$ cat src/verilog/ctp_consts.svh
// constants for the cascadable timer pair: register offsets, bit positions,
// reset values and prescaler terminal counts; assumes byte addresses on apb.
`ifndef CTP_CONSTS_SVH
`define CTP_CONSTS_SVH

// register byte offsets
`define CTP_A_CTRL_LO 8'h00
`define CTP_A_CTRL_HI 8'h04
`define CTP_A_CNT_LO 8'h08
`define CTP_A_CNT_HI 8'h0c
`define CTP_A_PER_LO 8'h10
`define CTP_A_PER_HI 8'h14
`define CTP_A_STAT 8'h18
`define CTP_A_IRQC 8'h1c
`define CTP_A_CNT32 8'h20

// timer_control_word bit positions
`define CTP_B_RUN 15
`define CTP_B_IDLE 13
`define CTP_B_GATE 6
`define CTP_B_PS_HI 5
`define CTP_B_PS_LO 4
`define CTP_B_CHAIN 3
`define CTP_B_CS 1

// writable bits of each control word
`define CTP_CTRL_MASK_LO 16'ha07a
`define CTP_CTRL_MASK_HI 16'ha072

// irq control fields
`define CTP_B_IE_LO 0
`define CTP_B_IE_HI 4

// reset values
`define CTP_CTRL_RST 16'h0000
`define CTP_CNT_RST 16'h0000
`define CTP_PER_RST 16'hffff
`define CTP_IRQC_RST 8'h00

// prescaler terminal counts (ratio minus one)
`define CTP_PS_T1 8'h00
`define CTP_PS_T8 8'h07
`define CTP_PS_T64 8'h3f
`define CTP_PS_T256 8'hff

`endif

$ cat src/verilog/ctp_pkg.sv
// types for the cascadable timer pair: mode codes and the state record;
// assumes ctp_consts.svh supplies all numeric constants.
package ctp_pkg;

	// count clock selection decoded from source and gate bits
	typedef enum logic [1:0] {
		CTP_TIMER = 2'b00,
		CTP_GATED = 2'b01,
		CTP_COUNTER = 2'b10
	} ctp_mode_t;

	// whole state of the pair, index 0 = lower word, 1 = upper word
	typedef struct packed {
		logic [1:0][15:0] ctrl; // control words
		logic [1:0][15:0] cnt; // count registers
		logic [1:0][15:0] per; // period registers
		logic [1:0] flag; // sticky period flags
		logic [7:0] irqc; // enables and priorities
		logic [1:0] sa; // synchroniser first stage
		logic [1:0] sb; // synchroniser second stage
		logic [1:0] sc; // edge history after sync
		logic [1:0] raw; // previous pin levels
		logic tg; // lower prescaler output toggle
		logic [1:0][7:0] psc; // prescaler counters
		logic pready; // apb ready
		logic pslverr; // apb error
		logic [31:0] prdata; // apb read data
		logic [1:0] irq; // interrupt requests
		logic adc; // conversion trigger pulse
		logic dma_lo; // lower dma request pulse
		logic dma_hi; // upper dma request pulse
	} ctp_state_t;

endpackage

$ cat src/verilog/ctp_timer_pair.sv
// one lower-word / upper-word timer pair with an apb register file.
// assumes pins synchronous to MCLK_I, which is the instruction clock.
`timescale 1ns/100ps
`include "ctp_consts.svh"

// Summary of operation
// RULE1 - lower and upper timers chain as 32-bit
// RULE2 - lower pin synchronised after its prescaler
// RULE3 - upper pin synchronised before its prescaler
// RULE4 - upper timer drives conversion trigger pulse
// RULE5 - timer and gated modes count instruction clock
// RULE6 - counter mode counts external pin edges
// RULE7 - source and gate bits pick mode
// RULE8 - software setup order for 16-bit use
// RULE9 - only first pair issues dma requests
// RULE10 - chain bit set means 32-bit mode
// RULE11 - upper holds high word, lower low
// RULE12 - chained: lower controls, upper idle kept
// RULE13 - chained: upper interrupt controls only
// RULE14 - pairs fixed: instance index picks pair
// RULE15 - chained prescale from lower select bits
// RULE16 - 32-bit period is upper:lower periods
// RULE17 - 32-bit count readable as register pair
// RULE18 - prescale codes divide 1, 8, 64, 256
// RULE19 - run bit starts and stops timer
// RULE20 - idle halt bit stops timer in idle
// RULE21 - match period: wrap to zero, flag
// RULE22 - gated: count while high, flag on fall
module ctp_timer_pair #(
	parameter int PAIR_INDEX = 0, // 0 = first pair, 1 = second pair
	parameter bit ADC_TRIG_EN = 1'b1 // pair feeds the converter trigger
) (
	input wire logic MCLK_I, // 10 MHz instruction clock
	input wire logic RESET_I, // async reset, active high
	input wire logic PSEL_I, // apb select
	input wire logic PENABLE_I, // apb enable
	input wire logic PWRITE_I, // apb direction
	input wire logic [7:0] PADDR_I, // apb byte address
	input wire logic [31:0] PWDATA_I, // apb write data
	output logic [31:0] PRDATA_O, // apb read data
	output logic PREADY_O, // apb ready
	output logic PSLVERR_O, // apb error
	input wire logic [1:0] EXT_CNT_I, // external count/gate pins
	input wire logic IDLE_I, // device idle mode
	output logic [1:0] IRQ_O, // interrupt requests lo/hi
	output logic [2:0] IRQ_PRI_LO_O, // lower priority
	output logic [2:0] IRQ_PRI_HI_O, // upper priority
	output logic ADC_TRIG_O, // conversion start pulse
	output logic DMA_REQ_LO_O, // lower dma request pulse
	output logic DMA_REQ_HI_O // upper dma request pulse
);

	ctp_pkg::ctp_state_t q; // registered state
	ctp_pkg::ctp_state_t n; // next state
	logic [1:0] tick_c; // counter advance per timer
	logic [1:0] fall_c; // gate falling edge per timer
	logic [1:0] gated_c; // timer is in gated mode
	logic chain_c; // 32-bit mode
	logic bus_wr_c; // write takes effect now

	// next state: prescalers, counters, flags and the apb slave
	always_comb begin
		logic [15:0] c;
		logic halt;
		logic run;
		logic pin_in;
		logic wrap;
		logic [7:0] term;
		logic [1:0] set;
		logic [1:0] clr;
		logic acc;
		logic hit;
		logic [31:0] rd;
		ctp_pkg::ctp_mode_t mode;
		c = 16'h0000;
		halt = 1'b0;
		run = 1'b0;
		pin_in = 1'b0;
		wrap = 1'b0;
		term = `CTP_PS_T1;
		set = 2'b00;
		clr = 2'b00;
		acc = 1'b0;
		rd = 32'h0000_0000;
		hit = 1'b1;
		mode = ctp_pkg::CTP_TIMER;
		n = q;
		n.pready = 1'b0;
		n.pslverr = 1'b0;
		n.adc = 1'b0;
		n.dma_lo = 1'b0;
		n.dma_hi = 1'b0;
		tick_c = 2'b00;
		fall_c = 2'b00;
		gated_c = 2'b00;
		chain_c = q.ctrl[0][`CTP_B_CHAIN]; // [RULE10]
		// lower path syncs its prescaler toggle, upper path its pin
		n.sa = {EXT_CNT_I[1], q.tg}; // [RULE2] [RULE3]
		n.sb = q.sa;
		n.sc = q.sb;
		n.raw = EXT_CNT_I;

		// per timer: mode, prescaler and count clock
		for (int i = 0; i < 2; i++) begin
			// chained pair takes the lower control word
			c = chain_c ? q.ctrl[0] : q.ctrl[i]; // [RULE12] [RULE15]
			// chained: either idle bit halts, the upper one is honoured
			halt = IDLE_I & (chain_c ? (q.ctrl[0][`CTP_B_IDLE] | q.ctrl[1][`CTP_B_IDLE])
				: q.ctrl[i][`CTP_B_IDLE]); // [RULE20] [RULE12]
			run = c[`CTP_B_RUN] & ~halt; // [RULE19]
			if (c[`CTP_B_CS]) begin
				mode = ctp_pkg::CTP_COUNTER; // gate bit ignored [RULE7]
			end else if (c[`CTP_B_GATE]) begin
				mode = ctp_pkg::CTP_GATED; // [RULE7]
			end else begin
				mode = ctp_pkg::CTP_TIMER; // [RULE7]
			end
			gated_c[i] = (mode == ctp_pkg::CTP_GATED);
			case (c[`CTP_B_PS_HI:`CTP_B_PS_LO])
				2'b11: term = `CTP_PS_T256; // [RULE18]
				2'b10: term = `CTP_PS_T64; // [RULE18]
				2'b01: term = `CTP_PS_T8; // [RULE18]
				default: term = `CTP_PS_T1; // [RULE18]
			endcase
			// prescaler input event
			case (mode)
				ctp_pkg::CTP_COUNTER: begin
					// lower counts raw pin edges, upper counts synced edges
					pin_in = (i == 0) ? (EXT_CNT_I[0] & ~q.raw[0])
						: (q.sb[1] & ~q.sc[1]); // [RULE6] [RULE3]
				end
				ctp_pkg::CTP_GATED: pin_in = EXT_CNT_I[i]; // [RULE22] [RULE5]
				default: pin_in = 1'b1; // instruction clock [RULE5]
			endcase
			wrap = 1'b0;
			if (run & pin_in) begin
				// >= copes with a ratio lowered mid-count
				if (q.psc[i] >= term) begin
					n.psc[i] = 8'h00;
					wrap = 1'b1;
				end else begin
					n.psc[i] = q.psc[i] + 8'h01;
				end
			end
			if (i == 0 && mode == ctp_pkg::CTP_COUNTER) begin
				// prescaler output crosses as a toggle: costs three cycles of lag
				if (wrap) begin
					n.tg = ~q.tg; // [RULE2]
				end
				tick_c[0] = run & (q.sb[0] ^ q.sc[0]); // [RULE2]
			end else begin
				tick_c[i] = wrap;
			end
			fall_c[i] = run & gated_c[i] & q.raw[i] & ~EXT_CNT_I[i]; // [RULE22]
		end

		// counters
		if (chain_c) begin
			// upper is high word, lower low word [RULE1] [RULE11]
			if (tick_c[0]) begin
				if ({q.cnt[1], q.cnt[0]} == {q.per[1], q.per[0]}) begin // [RULE16]
					n.cnt[1] = `CTP_CNT_RST; // [RULE21]
					n.cnt[0] = `CTP_CNT_RST;
					set[1] = ~gated_c[0]; // upper flag serves the pair [RULE13]
				end else begin
					{n.cnt[1], n.cnt[0]} = {q.cnt[1], q.cnt[0]} + 32'h0000_0001; // [RULE11]
				end
			end
			set[1] = set[1] | fall_c[0]; // [RULE22] [RULE13]
		end else begin
			for (int i = 0; i < 2; i++) begin
				if (tick_c[i]) begin
					if (q.cnt[i] == q.per[i]) begin
						n.cnt[i] = `CTP_CNT_RST; // [RULE21]
						set[i] = ~gated_c[i]; // [RULE21]
					end else begin
						n.cnt[i] = q.cnt[i] + 16'h0001; // [RULE21]
					end
				end
				set[i] = set[i] | fall_c[i]; // [RULE22]
			end
		end

		// trigger and dma pulses; dma exists on the first pair only
		n.adc = ADC_TRIG_EN & set[1]; // [RULE4]
		n.dma_lo = (PAIR_INDEX == 0) & set[0]; // [RULE9] [RULE14]
		n.dma_hi = (PAIR_INDEX == 0) & set[1]; // [RULE9] [RULE14]

		// apb: one wait state, answer registered in the first access cycle
		acc = PSEL_I & PENABLE_I & ~q.pready;
		bus_wr_c = PSEL_I & PENABLE_I & q.pready & PWRITE_I;
		case (PADDR_I)
			`CTP_A_CTRL_LO: rd = {16'h0000, q.ctrl[0]};
			`CTP_A_CTRL_HI: rd = {16'h0000, q.ctrl[1]};
			`CTP_A_CNT_LO: rd = {16'h0000, q.cnt[0]};
			`CTP_A_CNT_HI: rd = {16'h0000, q.cnt[1]};
			`CTP_A_PER_LO: rd = {16'h0000, q.per[0]};
			`CTP_A_PER_HI: rd = {16'h0000, q.per[1]};
			`CTP_A_STAT: rd = {30'h0000_0000, q.flag};
			`CTP_A_IRQC: rd = {24'h00_0000, q.irqc};
			`CTP_A_CNT32: rd = {q.cnt[1], q.cnt[0]}; // [RULE17]
			default: hit = 1'b0; // unmapped: error, zero data
		endcase
		if (acc) begin
			n.pready = 1'b1;
			n.prdata = rd;
			n.pslverr = ~hit;
		end
		// writes land at the edge where pready is seen high
		if (bus_wr_c) begin
			case (PADDR_I)
				`CTP_A_CTRL_LO: n.ctrl[0] = PWDATA_I[15:0] & `CTP_CTRL_MASK_LO;
				`CTP_A_CTRL_HI: n.ctrl[1] = PWDATA_I[15:0] & `CTP_CTRL_MASK_HI;
				`CTP_A_CNT_LO: n.cnt[0] = PWDATA_I[15:0]; // write beats a tick
				`CTP_A_CNT_HI: n.cnt[1] = PWDATA_I[15:0];
				`CTP_A_PER_LO: n.per[0] = PWDATA_I[15:0];
				`CTP_A_PER_HI: n.per[1] = PWDATA_I[15:0];
				`CTP_A_STAT: clr = PWDATA_I[1:0]; // write one to clear
				`CTP_A_IRQC: n.irqc = PWDATA_I[7:0];
				default: clr = 2'b00; // ignored
			endcase
		end
		// a flag set in the clearing cycle survives
		n.flag = (q.flag & ~clr) | set;
		// chained: lower interrupt suppressed [RULE13]
		n.irq[0] = n.flag[0] & n.irqc[`CTP_B_IE_LO] & ~n.ctrl[0][`CTP_B_CHAIN];
		n.irq[1] = n.flag[1] & n.irqc[`CTP_B_IE_HI]; // [RULE13]
	end

	// state register
	always_ff @(posedge MCLK_I or posedge RESET_I) begin
		if (RESET_I) begin
			q <= '0;
			q.ctrl <= {`CTP_CTRL_RST, `CTP_CTRL_RST};
			q.cnt <= {`CTP_CNT_RST, `CTP_CNT_RST};
			q.per <= {`CTP_PER_RST, `CTP_PER_RST};
			q.irqc <= `CTP_IRQC_RST;
		end else begin
			q <= n;
		end
	end

	// outputs straight from the state register
	assign PRDATA_O = q.prdata;
	assign PREADY_O = q.pready;
	assign PSLVERR_O = q.pslverr;
	assign IRQ_O = q.irq;
	assign IRQ_PRI_LO_O = q.irqc[3:1];
	assign IRQ_PRI_HI_O = q.irqc[7:5];
	assign ADC_TRIG_O = q.adc;
	assign DMA_REQ_LO_O = q.dma_lo;
	assign DMA_REQ_HI_O = q.dma_hi;
endmodule

$ cat config.mk
export PLATFORM = sky130hd
export DESIGN_NAME = ctp_timer_pair
export DESIGN_NICKNAME = d
export VERILOG_FILES = /design/src/verilog/ctp_pkg.sv /design/src/verilog/ctp_timer_pair.sv
export VERILOG_INCLUDE_DIRS = /design/src /design/src/verilog
export SDC_FILE = /design/constraint.sdc
export NUM_CORES = 1
export LEC_CHECK = 0
export BUFFER_PORTS_ARGS = -buffer_cell sky130_fd_sc_hd__buf_2
export CAP_MARGIN = 40
export CORE_ASPECT_RATIO = 1.4
export CORE_MARGIN = 5
export CORE_UTILIZATION = 50
export CTS_BUF_LIST = sky130_fd_sc_hd__clkbuf_8
export CTS_CLUSTER_DIAMETER = 150
export DETAILED_ROUTE_END_ITERATION = 6
export MAX_ROUTING_LAYER = met4
export PLACE_DENSITY = 0.8
export RECOVER_POWER = 100
export SYNTH_ARGS = -nofsm -noshare
export SYNTH_HDL_FRONTEND = slang
export SYNTH_SLANG_ARGS = --single-unit
$ cat constraint.sdc
create_clock -name MCLK_I -period 11.1 [get_ports MCLK_I]
set_input_delay 2.22 -clock MCLK_I [delete_from_list [all_inputs] [get_ports MCLK_I]]
set_output_delay 2.22 -clock MCLK_I [all_outputs]
set_load 0.02 [all_outputs]
; Word level (Yosys, flattened, before mapping)
; Index checks and enable logic that the tools add are counted.
[totals]
in_bits = 48
output_inout_bits = 45
word_cells = 150
register_bits = 150
[op_classes]
bitwise = 42
n_lt_le_gt_ge = 2
n_addsub = 5
n_reduce_logical = 8
n_eq_ne = 21
mux = 49
[ops]
columns = op, n
row1 = one-hot mux 32 bit (9 select lines), 1
row2 = two-way mux 16 bit, 9
row3 = two-way mux 32 bit, 3
row4 = two-way mux 68 bit, 1
row5 = one-hot mux 8 bit (3 select lines), 2
row6 = two-way mux 34 bit, 1
row7 = adder 16 x 1 -> 16 bit (second input constant), 2
row8 = adder 32 x 1 -> 32 bit (second input constant), 1
row9 = == test 16 bit, 2
row10 = == test 32 bit, 1
row11 = == test 8 x 5 -> 1 bit (second input constant), 4
row12 = bitwise AND 1 bit, 22
row13 = two-way mux 1 bit, 21
row14 = adder 8 x 1 -> 8 bit (second input constant), 2
row15 = == test 8 x 4 -> 1 bit (second input constant), 2
row16 = >= comparator 8 bit, 2
row17 = two-way mux 8 bit, 2
row18 = == test 2 bit (second input constant), 6
row19 = NOT 1 bit, 12
row20 = AND reduction 2 bit, 6
row21 = two-way mux 5 bit, 2
row22 = OR reduction 9 bit, 1
row23 = == test 2 x 1 -> 1 bit (second input constant), 4
row24 = == test 8 x 3 -> 1 bit (second input constant), 1
row25 = 10 further kinds, 17

; Logic depth before layout (Yosys ltp)
; Gate-level depths: netlist of run 1.
[logic_depth]
word_depth = 15
mapped_depth = 14
mapped_depth_nobuf = 10

; Worst setup path before layout of run 1
; No wires, ideal clock.
[synth_path]
kind = in2reg
startpoint = input PADDR_I[5]
endpoint = register q[90] (netlist bit)
arrival_ns = 4.127
setup_ns = 0.082
setup_slack_ns = 6.891
required_time_ns = 11.018
cell_stages = 8
n_path_buf = 3
path_cell_list = clkbuf_1 -> nor4b_2 -> nand3_1 -> nor2_1 -> and2_1 -> buf_4 -> buf_4 -> mux2_2
[synth_between]
elab_chain_len = 2
[synth_rtl]
columns = element, line
row1 = from (decl), ctp_timer_pair.sv:38  ; input wire logic [7:0] PADDR_I,
row2 = == test 8 x 5 -> 1 bit, ctp_timer_pair.sv:211  ; case (PADDR_I)
row3 = AND reduction 2 bit (no source line), -
row4 = to (signal assigned), ctp_timer_pair.sv:239  ; q <= n;
row5 = to (decl), ctp_timer_pair.sv:53  ; ctp_pkg::ctp_state_t q;
; Every way passes these cells.
; A chain may end at the register's enable or synchronous reset.

==> flow_metrics.tcl, run 1 <==
set metrics [dict create \
    outcome "complete, but fails checks" \
    violations "capacitance limit, slew limit" \
    wl_per_cell_microns 20.8 \
    grt_max_degree 73 \
    finalClockSkew_ns 0.0118 \
    cts_resized 0 \
    syn-num-nets 974 \
    swShare 0.271 \
    ir_worst_vdd_mv 0.0625 \
    dr.pass1.iters 6 \
    viasPerCell 6.34 \
    synth_edf_count 0 \
    pwr-share-seq 0.507 \
    path_class "input pin to flop" \
    switching_power_mw 0.303 \
    ys_ff_latch 149 \
    cts_root_buf "clkbuf_8" \
    place.port_buffers 76 \
    gr-total-overflow 0 \
    holdPathEnd "n[58]" \
    critPathMaxFanout 15 \
    relSlewSlack -1.11 \
    drc 0 \
    fin_crit_ns 5.86 \
    p_per_area_nw_per_um2 120 \
    crit_family "compound AO/OA/AOI/OAI gates" \
    yosys_warnings 0 \
    cts_tree "done" \
    start_util 0.509 \
    end_kind "flop" \
    p_total_mw 1.12 \
    cp.required_ns 11.42 \
    synth.area.top_cells "dfrtp_1 (33%), dfstp_2 (9.5%), mux2_2 (6.4%)" \
    antennaDiodeCount 0 \
    setup_viol 0 \
    route.met3.wl_microns 1860 \
    cp_slowest_cell "a2111oi_0" \
    drive_gt1_frac 0.168 \
    cts_inserted_buffers 17 \
    reg2reg_slack_ns 6.68 \
    cts_buffer_depth 2 \
    finalHoldViolCount 0 \
    p_clk_frac 0.419 \
    p_comb_frac 0.074 \
    worstRegToRegCells 7 \
    cts_sinks 149 \
    p_leak_nw 3.84 \
    coreArea_sq_um 17300 \
    path_cells "clkbuf_1 -> a21boi_0 -> a2bb2oi_2 -> a2111oi_0 -> and2_0 -> o21ai_0 -> a221oi_1 -> o22ai_1" \
    async_flop_share 1.00 \
    ios 93 \
    tightest_slew_ns 3.15 \
    ys_seq_area_frac 0.427 \
    cp-start-kind "input pin" \
    cts_hold_buf 0 \
    dieHeight_microns 167 \
    wl_met2_microns 11500 \
    maxCapViolCount 3 \
    wl_met1_microns 9300 \
    hold_path_class "flop to flop" \
    area_delta_synth_final_pct 5.58 \
    first_iter_violations 798 \
    gp_congestion 0.935 \
    hold_start "n[60]" \
    drt_wl_total_microns 24000 \
    rr_startpoint "chain_c" \
    synth_cell_types 70 \
    cts.reportedPaths.clkPinSlew_ns 0.09 \
    min_path_cells 0 \
    critical_path_buf_inv_count 1 \
    final.setup.tns_ns 0 \
    grt_pass1_wl_microns 38200 \
    h-tree-depth 4 \
    nets 967 \
    worst_skew_pair.late_latency_ns 0.46 \
    via_count 7299 \
    worstPathArrival_ns 6.18 \
    yosysTopAreaCellShare 0.332 \
    avgSynthCellArea_sq_um 9.69 \
    timing.rr.end "q[131]" \
    antenna_found_initial 1 \
    slew_violations 113 \
    dp_hpwl_microns 17300 \
    final.period_utilization 0.528 \
    ys.flop_type "dfrtp_1" \
    max_stage_delay_ns 1.71 \
    synth_top_area_cell "dfrtp_1" \
    grtUsageTotal 0.244 \
    grt_pass1_vias 7261 \
    p_int_mw 0.815 \
    postCtsSetupBuffers 0 \
    die_area_sq_um 20400 \
    syn_area_sq_um 8820 \
    fmax_ghz 0.171 \
    ant_nets 0 \
    synth_cells 910 \
    num_rows 57 \
    die_x_microns 122 \
    rsz0062_at_grt "false" \
    top_layer "met4" \
]
-- state kept, by name, indices dropped and copies added, names as in the netlist, 2 cells and up --
name / cells
n: 4
IRQ_O: 2
IRQ_PRI_LO_O: 3
PRDATA_O: 32
IRQ_PRI_HI_O: 3
q: 100
-- worst max path at each step --
| stage | from | end | slack, ns | depth (start not counted) |
|---|---|---|---|---|
| floorplan | RESET_I | DMA_REQ_HI_O | 4.92 | 1 |
| global placement | PSEL_I | q[124] | 6.20 | 8 |
| detailed placement | PSEL_I | q[124] | 6.23 | 8 |
| CTS | PWRITE_I | q[124] | 6.70 | 8 |
| global route | IDLE_I | q[131] | 4.94 | 8 |
| finish | IDLE_I | q[131] | 5.24 | 8 |
-- cell families (layout without fill, tap and decap cells) --
logic type,Yosys count,in the layout,synth area share
adders and majority gates,16,16,0.0227
xor gates and xnor gates,57,57,0.0566
muxes,63,63,0.0786
buffers and inverters,126,132,0.0753
and+or+nand+nor,290,290,0.170
DFF,149,149,0.427
AOI/OAI and AO/OA,209,209,0.170
-- metrics by stage --
| step | std cells | area, sq um | utilization | worst slack, ns | hold slack [ns] |
|---|---|---|---|---|---|
| after global routing | 1152 | 9310 | 0.537 | 4.94 | 0.363 |
| final | 1152 | 9310 | 0.537 | 5.24 | 0.357 |
| after CTS | 1152 | 9440 | 0.544 | 6.70 | 0.359 |
| after global placement | 1118 | 8960 | 0.517 | 6.20 | 0.333 |
| after detailed placement | 1120 | 9000 | 0.519 | 6.23 | 0.337 |
| after floorplan | 910 | 8820 | - | 4.92 | 0.331 |
-- worst register-to-register path, cell delays in order, from the launching register on --
cell,delay (ns)
dfrtp_1,0.65
nand2b_4,0.27
a2bb2oi_2,0.12
a2111oi_0,1.71
and2_0,0.87
o21ai_0,0.21
a221oi_1,0.35
o22ai_1,0.11
-- routing by layer --
layer	up-vias	track usage
li1	3287	-
met1	3527	0.300
met2	397	0.382
met3	88	0.0428
met4	0	0.131
met5	-	-
-- power by group through the flow --
| stage | Sequential [mW] | Clock [mW] | Combinational, mW |
|---|---|---|---|
| after floorplan | 0.571 | 0 | 0.0630 |
| after global placement | 0.576 | 0 | 0.0830 |
| after detailed placement | 0.577 | 0 | 0.0863 |
| after CTS | 0.566 | 0.472 | 0.0866 |
| after global routing | 0.568 | 0.497 | 0.0910 |
| final | 0.567 | 0.468 | 0.0828 |
-- cell type report --
type	count	area, sq um
inverter	14	53.8
tap	236	295
clock inverter	14	190
multi-input combinational	635	4360
timing repair buffer	86	394
clock buffer	18	248
sequential	149	3770
fill	1541	8020
-- synth_stat cells, drive strengths merged (3+ instances only) --
library cell,number
a222oi,13
clkbuf,55
xnor2,37
nand3,36
buf,57
and3,15
nor2b,7
or2,3
dfrtp,117
or4,9
xor2,20
inv,14
mux2i,13
a22o,17
and4,8
o21a,6
a221oi,9
nand2,62
o311ai,4
nand4,24
a31oi,20
nor2,73
a221o,11
o21ai,43
a21o,7
nor3,17
nor4,9
mux2,50
ha,16
a21oi,42
and2,6
a22oi,8
dfstp,32
or3,3
o31ai,4
nand2b,8
a2bb2oi,5
nor3b,4
-- cell usage in the layout, fill, tap and decap left out, types with 7 or more instances in the layout --
cell type / Yosys / routed
dfrtp_1: 117 / 117
nor2_1: 73 / 73
nand2_1: 61 / 61
clkbuf_1: 54 / 55
mux2_2: 50 / 48
o21ai_0: 43 / 43
a21oi_1: 42 / 42
xnor2_1: 37 / 37
nand3_1: 36 / 36
dfstp_2: 32 / 32
buf_2: 11 / 26
nand4_1: 24 / 24
xor2_1: 20 / 20
a31oi_1: 20 / 20
clkbuf_8: 0 / 18
nor3_1: 17 / 17
a22o_1: 17 / 17
ha_1: 16 / 16
and3_1: 15 / 15
inv_1: 14 / 13
mux2i_1: 13 / 13
a222oi_1: 13 / 13
a221o_1: 11 / 11
a221oi_1: 9 / 9
or4_1: 9 / 9
and4_1: 8 / 8
a22oi_1: 8 / 8
nor4_1: 7 / 7
nand2b_1: 7 / 7
a21o_1: 7 / 7
nor2b_1: 7 / 7
Note: power is estimated with default switching activity, not from simulation.
==> run 2: changes to the inputs <==
==> constraint.sdc (replaced) <==
create_clock -name MCLK_I -period 5.6 [get_ports MCLK_I]
set_input_delay 1.12 -clock MCLK_I [delete_from_list [all_inputs] [get_ports MCLK_I]]
set_output_delay 1.12 -clock MCLK_I [all_outputs]
set_load 0.02 [all_outputs]
==> flow_metrics.tcl, run 2 (synthesis results as in run 1) <==
set metrics [dict create \
    coreArea_sq_um 17300 \
    antennaDiodeCount 0 \
    gp_congestion 0.926 \
    final_cell_mix "dfrtp_1 (117), nor2_1 (73), nand2_1 (61), clkbuf_1 (57), mux2_2 (49)" \
    regMostFlops "q" \
    ios 93 \
    antenna_found_initial 0 \
    slew_violations 126 \
    min_path_cells 0 \
    cts.reportedPaths.clkPinSlew_ns 0.09 \
    hold_path_class "flop to flop" \
    fin_crit_ns 4.58 \
    cp.required_ns 5.95 \
    cp-start-kind "flop" \
    drc 7 \
    dpl_cell_area_sq_um 9000 \
    worst_skew_pair.late_latency_ns 0.46 \
    p_per_area_nw_per_um2 235 \
    place.port_buffers 76 \
    drt_wl_total_microns 24500 \
    viasPerCell 6.36 \
    tightest_slew_ns 2.19 \
    grt_pass1_wl_microns 38800 \
    critPathMaxFanout 27 \
    drive_gt1_frac 0.166 \
    gr-total-overflow 0 \
    ant_nets 0 \
    finalClockSkew_ns 0.0111 \
    final.period_utilization 0.817 \
    dr.pass1.iters 7 \
    cts_tree "done" \
    rsz0062_at_grt "false" \
    first_iter_violations 756 \
    nets 968 \
    start_util 0.509 \
    wl_per_cell_microns 21.2 \
    grt_pass1_vias 7266 \
    end_kind "flop" \
    die_x_microns 122 \
    largest_reg_flops 100 \
    reg2reg_slack_ns 1.02 \
    maxCapViolCount 2 \
    dp_hpwl_microns 17400 \
    layout_commonest_cell "dfrtp_1" \
    cts_root_buf "clkbuf_8" \
    postCtsSetupBuffers 0 \
    cts_buffer_depth 2 \
    cts_inserted_buffers 17 \
    outcome "complete, but fails checks" \
    final.setup.tns_ns 0 \
    p_leak_nw 3.80 \
    cts_sinks 149 \
    violations "DRC, capacitance limit, slew limit" \
    area_delta_synth_final_pct 5.15 \
    relSlewSlack -0.460 \
    ir_worst_vdd_mv 0.107 \
    h-tree-depth 4 \
    setup_viol 0 \
    grtUsageTotal 0.248 \
    stdcell_area_sq_um 9270 \
    cts_resized 0 \
    finalHoldViolCount 0 \
    cts_hold_buf 0 \
    dieHeight_microns 167 \
    die_area_sq_um 20400 \
    fmax_ghz 0.218 \
    worstPathArrival_ns 4.93 \
    path_class "flop to flop" \
    num_rows 57 \
    worstRegToRegCells 10 \
    grt_max_degree 84 \
    via_count 7338 \
]
[run 2: cell types whose count changed in the layout (fill, tap and decap cells not counted), moves of 2 or more]
cell	delta
inv_8	-2
clkinvlp_4	+4
and2_0	+2
clkbuf_1	+2
and2_1	-2
inv_6	-2
[run 2: critical path, cell delays in order (launching register included)]
cell       delay [ns]
dfrtp_1          0.49
nor2_1           0.28
ha_1             0.31
a2bb2oi_1        0.16
o21bai_1         0.11
a211oi_1         0.97
o31a_1           0.20
clkbuf_1         1.05
nor2_1           0.33
a22o_1           0.28
mux2_2           0.26
[run 2: worst paths after layout]
kind / startpoint / end
worst max-delay path: q[143] / q[107]
worst min-delay path: n[60] / n[58]
worst max register to register: q[143] / q[107]
worst min register to register: n[60] / n[58]
max in group asynchronous: RESET_I / IRQ_PRI_LO_O[2]
min in group asynchronous: RESET_I / PRDATA_O[14]
[run 2: power by group]
| part | total, mW | internal (mW) | switching (mW) | leakage [nW] |
|---|---|---|---|---|
| registers | 1.12 | 1.10 | 0.0231 | 1.89 |
| logic | 0.162 | 0.0447 | 0.117 | 1.71 |
| clock network | 0.892 | 0.444 | 0.448 | 0.197 |
[run 2: layout make-up]
type                    instances  area (sq um)
clock buffers                  17           234
clock inverters                15           180
fillers                      1564          8060
inverters                      14          53.8
multi-input cells             635          4370
flip-flops and latches        149          3770
well taps                     236           295
repair buffers                 87           374
[run 2: routing by layer]
layer  track usage  routed length [microns]  part of all wire
met5             -                        0                 0
met3        0.0503                     2120             0.087
met4         0.124                     1130             0.046
met2         0.390                    12000              0.49
met1         0.303                     9160              0.37
[run 2: stage by stage]
stage	total power, mW	util	instances	hold slack, ns	setup slack, ns
2_1_floorplan	1.26	-	910	0.331	0.525
3_3_place_gp	1.31	0.518	1119	0.341	1.89
3_5_place_dp	1.31	0.520	1121	0.343	1.81
4_1_cts	2.19	0.543	1153	0.349	1.76
5_1_grt	2.25	0.535	1153	0.356	0.798
6_report	2.18	0.535	1153	0.351	1.02
==> run 3: changes to the inputs <==
==> constraint.sdc (replaced) <==
create_clock -name MCLK_I -period 4.4 [get_ports MCLK_I]
set_input_delay 0.88 -clock MCLK_I [delete_from_list [all_inputs] [get_ports MCLK_I]]
set_output_delay 0.88 -clock MCLK_I [all_outputs]
set_load 0.02 [all_outputs]
==> flow_metrics.tcl, run 3 (synthesis results as in run 1) <==
set metrics [dict create \
    path_cells "clkbuf_1 -> nor4b_1 -> nand3_1 -> nor2_1 -> clkbuf_1 -> and2_1 -> clkbuf_1 -> mux2_2" \
    cts_inserted_buffers 17 \
    critPathMaxFanout 16 \
    cts_resized 0 \
    tightest_slew_ns 2.00 \
    dpl_cell_area_sq_um 9050 \
    gp_congestion 0.952 \
    regMostFlops "q" \
    hold_path_class "flop to flop" \
    stdcell_area_sq_um 9360 \
    ios 93 \
    dp.cells 1128 \
    grt_pass1_wl_microns 38700 \
    viasPerCell 6.27 \
    dieHeight_microns 167 \
    dp_hpwl_microns 17500 \
    largest_reg_flops 100 \
    cts_hold_buf 0 \
    h-tree-depth 4 \
    maxCapViolCount 1 \
    drc 0 \
    wl_per_cell_microns 21.0 \
    drive_gt1_frac 0.172 \
    ant_nets 0 \
    final_cells 1159 \
    worstRegToRegCells 10 \
    fin_crit_ns 3.92 \
    drt_wl_total_microns 24300 \
    cts_tree "done" \
    die_area_sq_um 20400 \
    finalHoldViolCount 0 \
    violations "capacitance limit, slew limit" \
    antennaDiodeCount 0 \
    end_kind "flop" \
    via_count 7264 \
    setup_viol 0 \
    p_leak_nw 3.86 \
    cts_buffer_depth 2 \
    cp-endpoint "q[99]" \
    die_x_microns 122 \
    rr_startpoint "q[143]" \
    start_util 0.509 \
    finalClockSkew_ns 0.0173 \
    cts_root_buf "clkbuf_8" \
    cp.required_ns 4.78 \
    num_rows 57 \
    grt_max_degree 150 \
    startpoint "PADDR_I[5]" \
    timing.rr.end "q[110]" \
    gr-total-overflow 0 \
    final.period_utilization 0.891 \
    worst_skew_pair.late_latency_ns 0.46 \
    fillers 1548 \
    postCtsSetupBuffers 0 \
    coreArea_sq_um 17300 \
    cts.reportedPaths.clkPinSlew_ns 0.09 \
    nets 975 \
    rsz0062_at_grt "false" \
    max_stage_delay_ns 0.84 \
    cp_slowest_cell "nor4b_1" \
    area_delta_synth_final_pct 6.09 \
    slew_violations 150 \
    path_class "input pin to flop" \
    place.port_buffers 76 \
    cp-start-kind "input pin" \
    relSlewSlack -0.332 \
    reg2reg_slack_ns 0.73 \
    layout_commonest_cell "dfrtp_1" \
    fmax_ghz 0.255 \
    dr.pass1.iters 6 \
    antenna_found_initial 0 \
    grt_pass1_vias 7156 \
    final.setup.tns_ns 0 \
    grtUsageTotal 0.248 \
    ir_worst_vdd_mv 0.139 \
    outcome "complete, but fails checks" \
    crit_path_frequent_cell "clkbuf_1" \
    p_per_area_nw_per_um2 302 \
    final_cell_mix "dfrtp_1 (117), nor2_1 (73), nand2_1 (61), clkbuf_1 (58), mux2_2 (49)" \
    first_iter_violations 683 \
    worstPathArrival_ns 4.30 \
    cts_sinks 149 \
]
[run 3: layer usage]
metal | GRT usage | part of all wire | vias up
met5 | - | 0 | -
met4 | 0.124 | 0.054 | 0
met3 | 0.0452 | 0.076 | 105
met2 | 0.399 | 0.49 | 367
met1 | 0.297 | 0.38 | 3501
li1 | - | - | 3291
[run 3: cell type report]
class,instances,area (sq um),area share
timing repair buffer,94,423,0.0452
tap,236,295,0.0316
clock buffer,17,234,0.0250
sequential,149,3770,0.403
clock inverter,14,200,0.0214
inverter,14,56.3,0.00602
multi-input combinational,635,4380,0.468
[run 3: how the worst min path moves through the flow]
stage | start | end | slack [ns] | depth (start not counted)
floorplan | n[60] | n[58] | 0.33 | 0
global placement | n[60] | n[58] | 0.34 | 0
detailed placement | n[60] | n[58] | 0.34 | 0
CTS | n[60] | n[58] | 0.35 | 0
global route | n[60] | n[58] | 0.35 | 0
finish | n[60] | n[58] | 0.35 | 0
[run 3: through the flow]
step	utilization	hold slack [ns]	worst slack [ns]	power, mW
2_1_floorplan	-	0.331	1.26	1.60
3_3_place_gp	0.522	0.337	1.02	1.66
3_5_place_dp	0.522	0.344	0.933	1.67
4_1_cts	0.547	0.351	0.906	2.84
5_1_grt	0.540	0.349	0.407	2.92
6_report	0.540	0.348	0.481	2.83
[run 3: power by group]
group / switching (mW) / internal [mW] / total [mW]
registers: 0.0296 / 1.40 / 1.43
logic: 0.150 / 0.0581 / 0.208
clock network: 0.566 / 0.624 / 1.19
[run 3: worst max-delay path: cells and delay by family]
kind | cells | cell delay, ns
and+or+nand+nor | 4 | 1.65
buffers and inverters | 3 | 1.34
muxes | 1 | 0.42
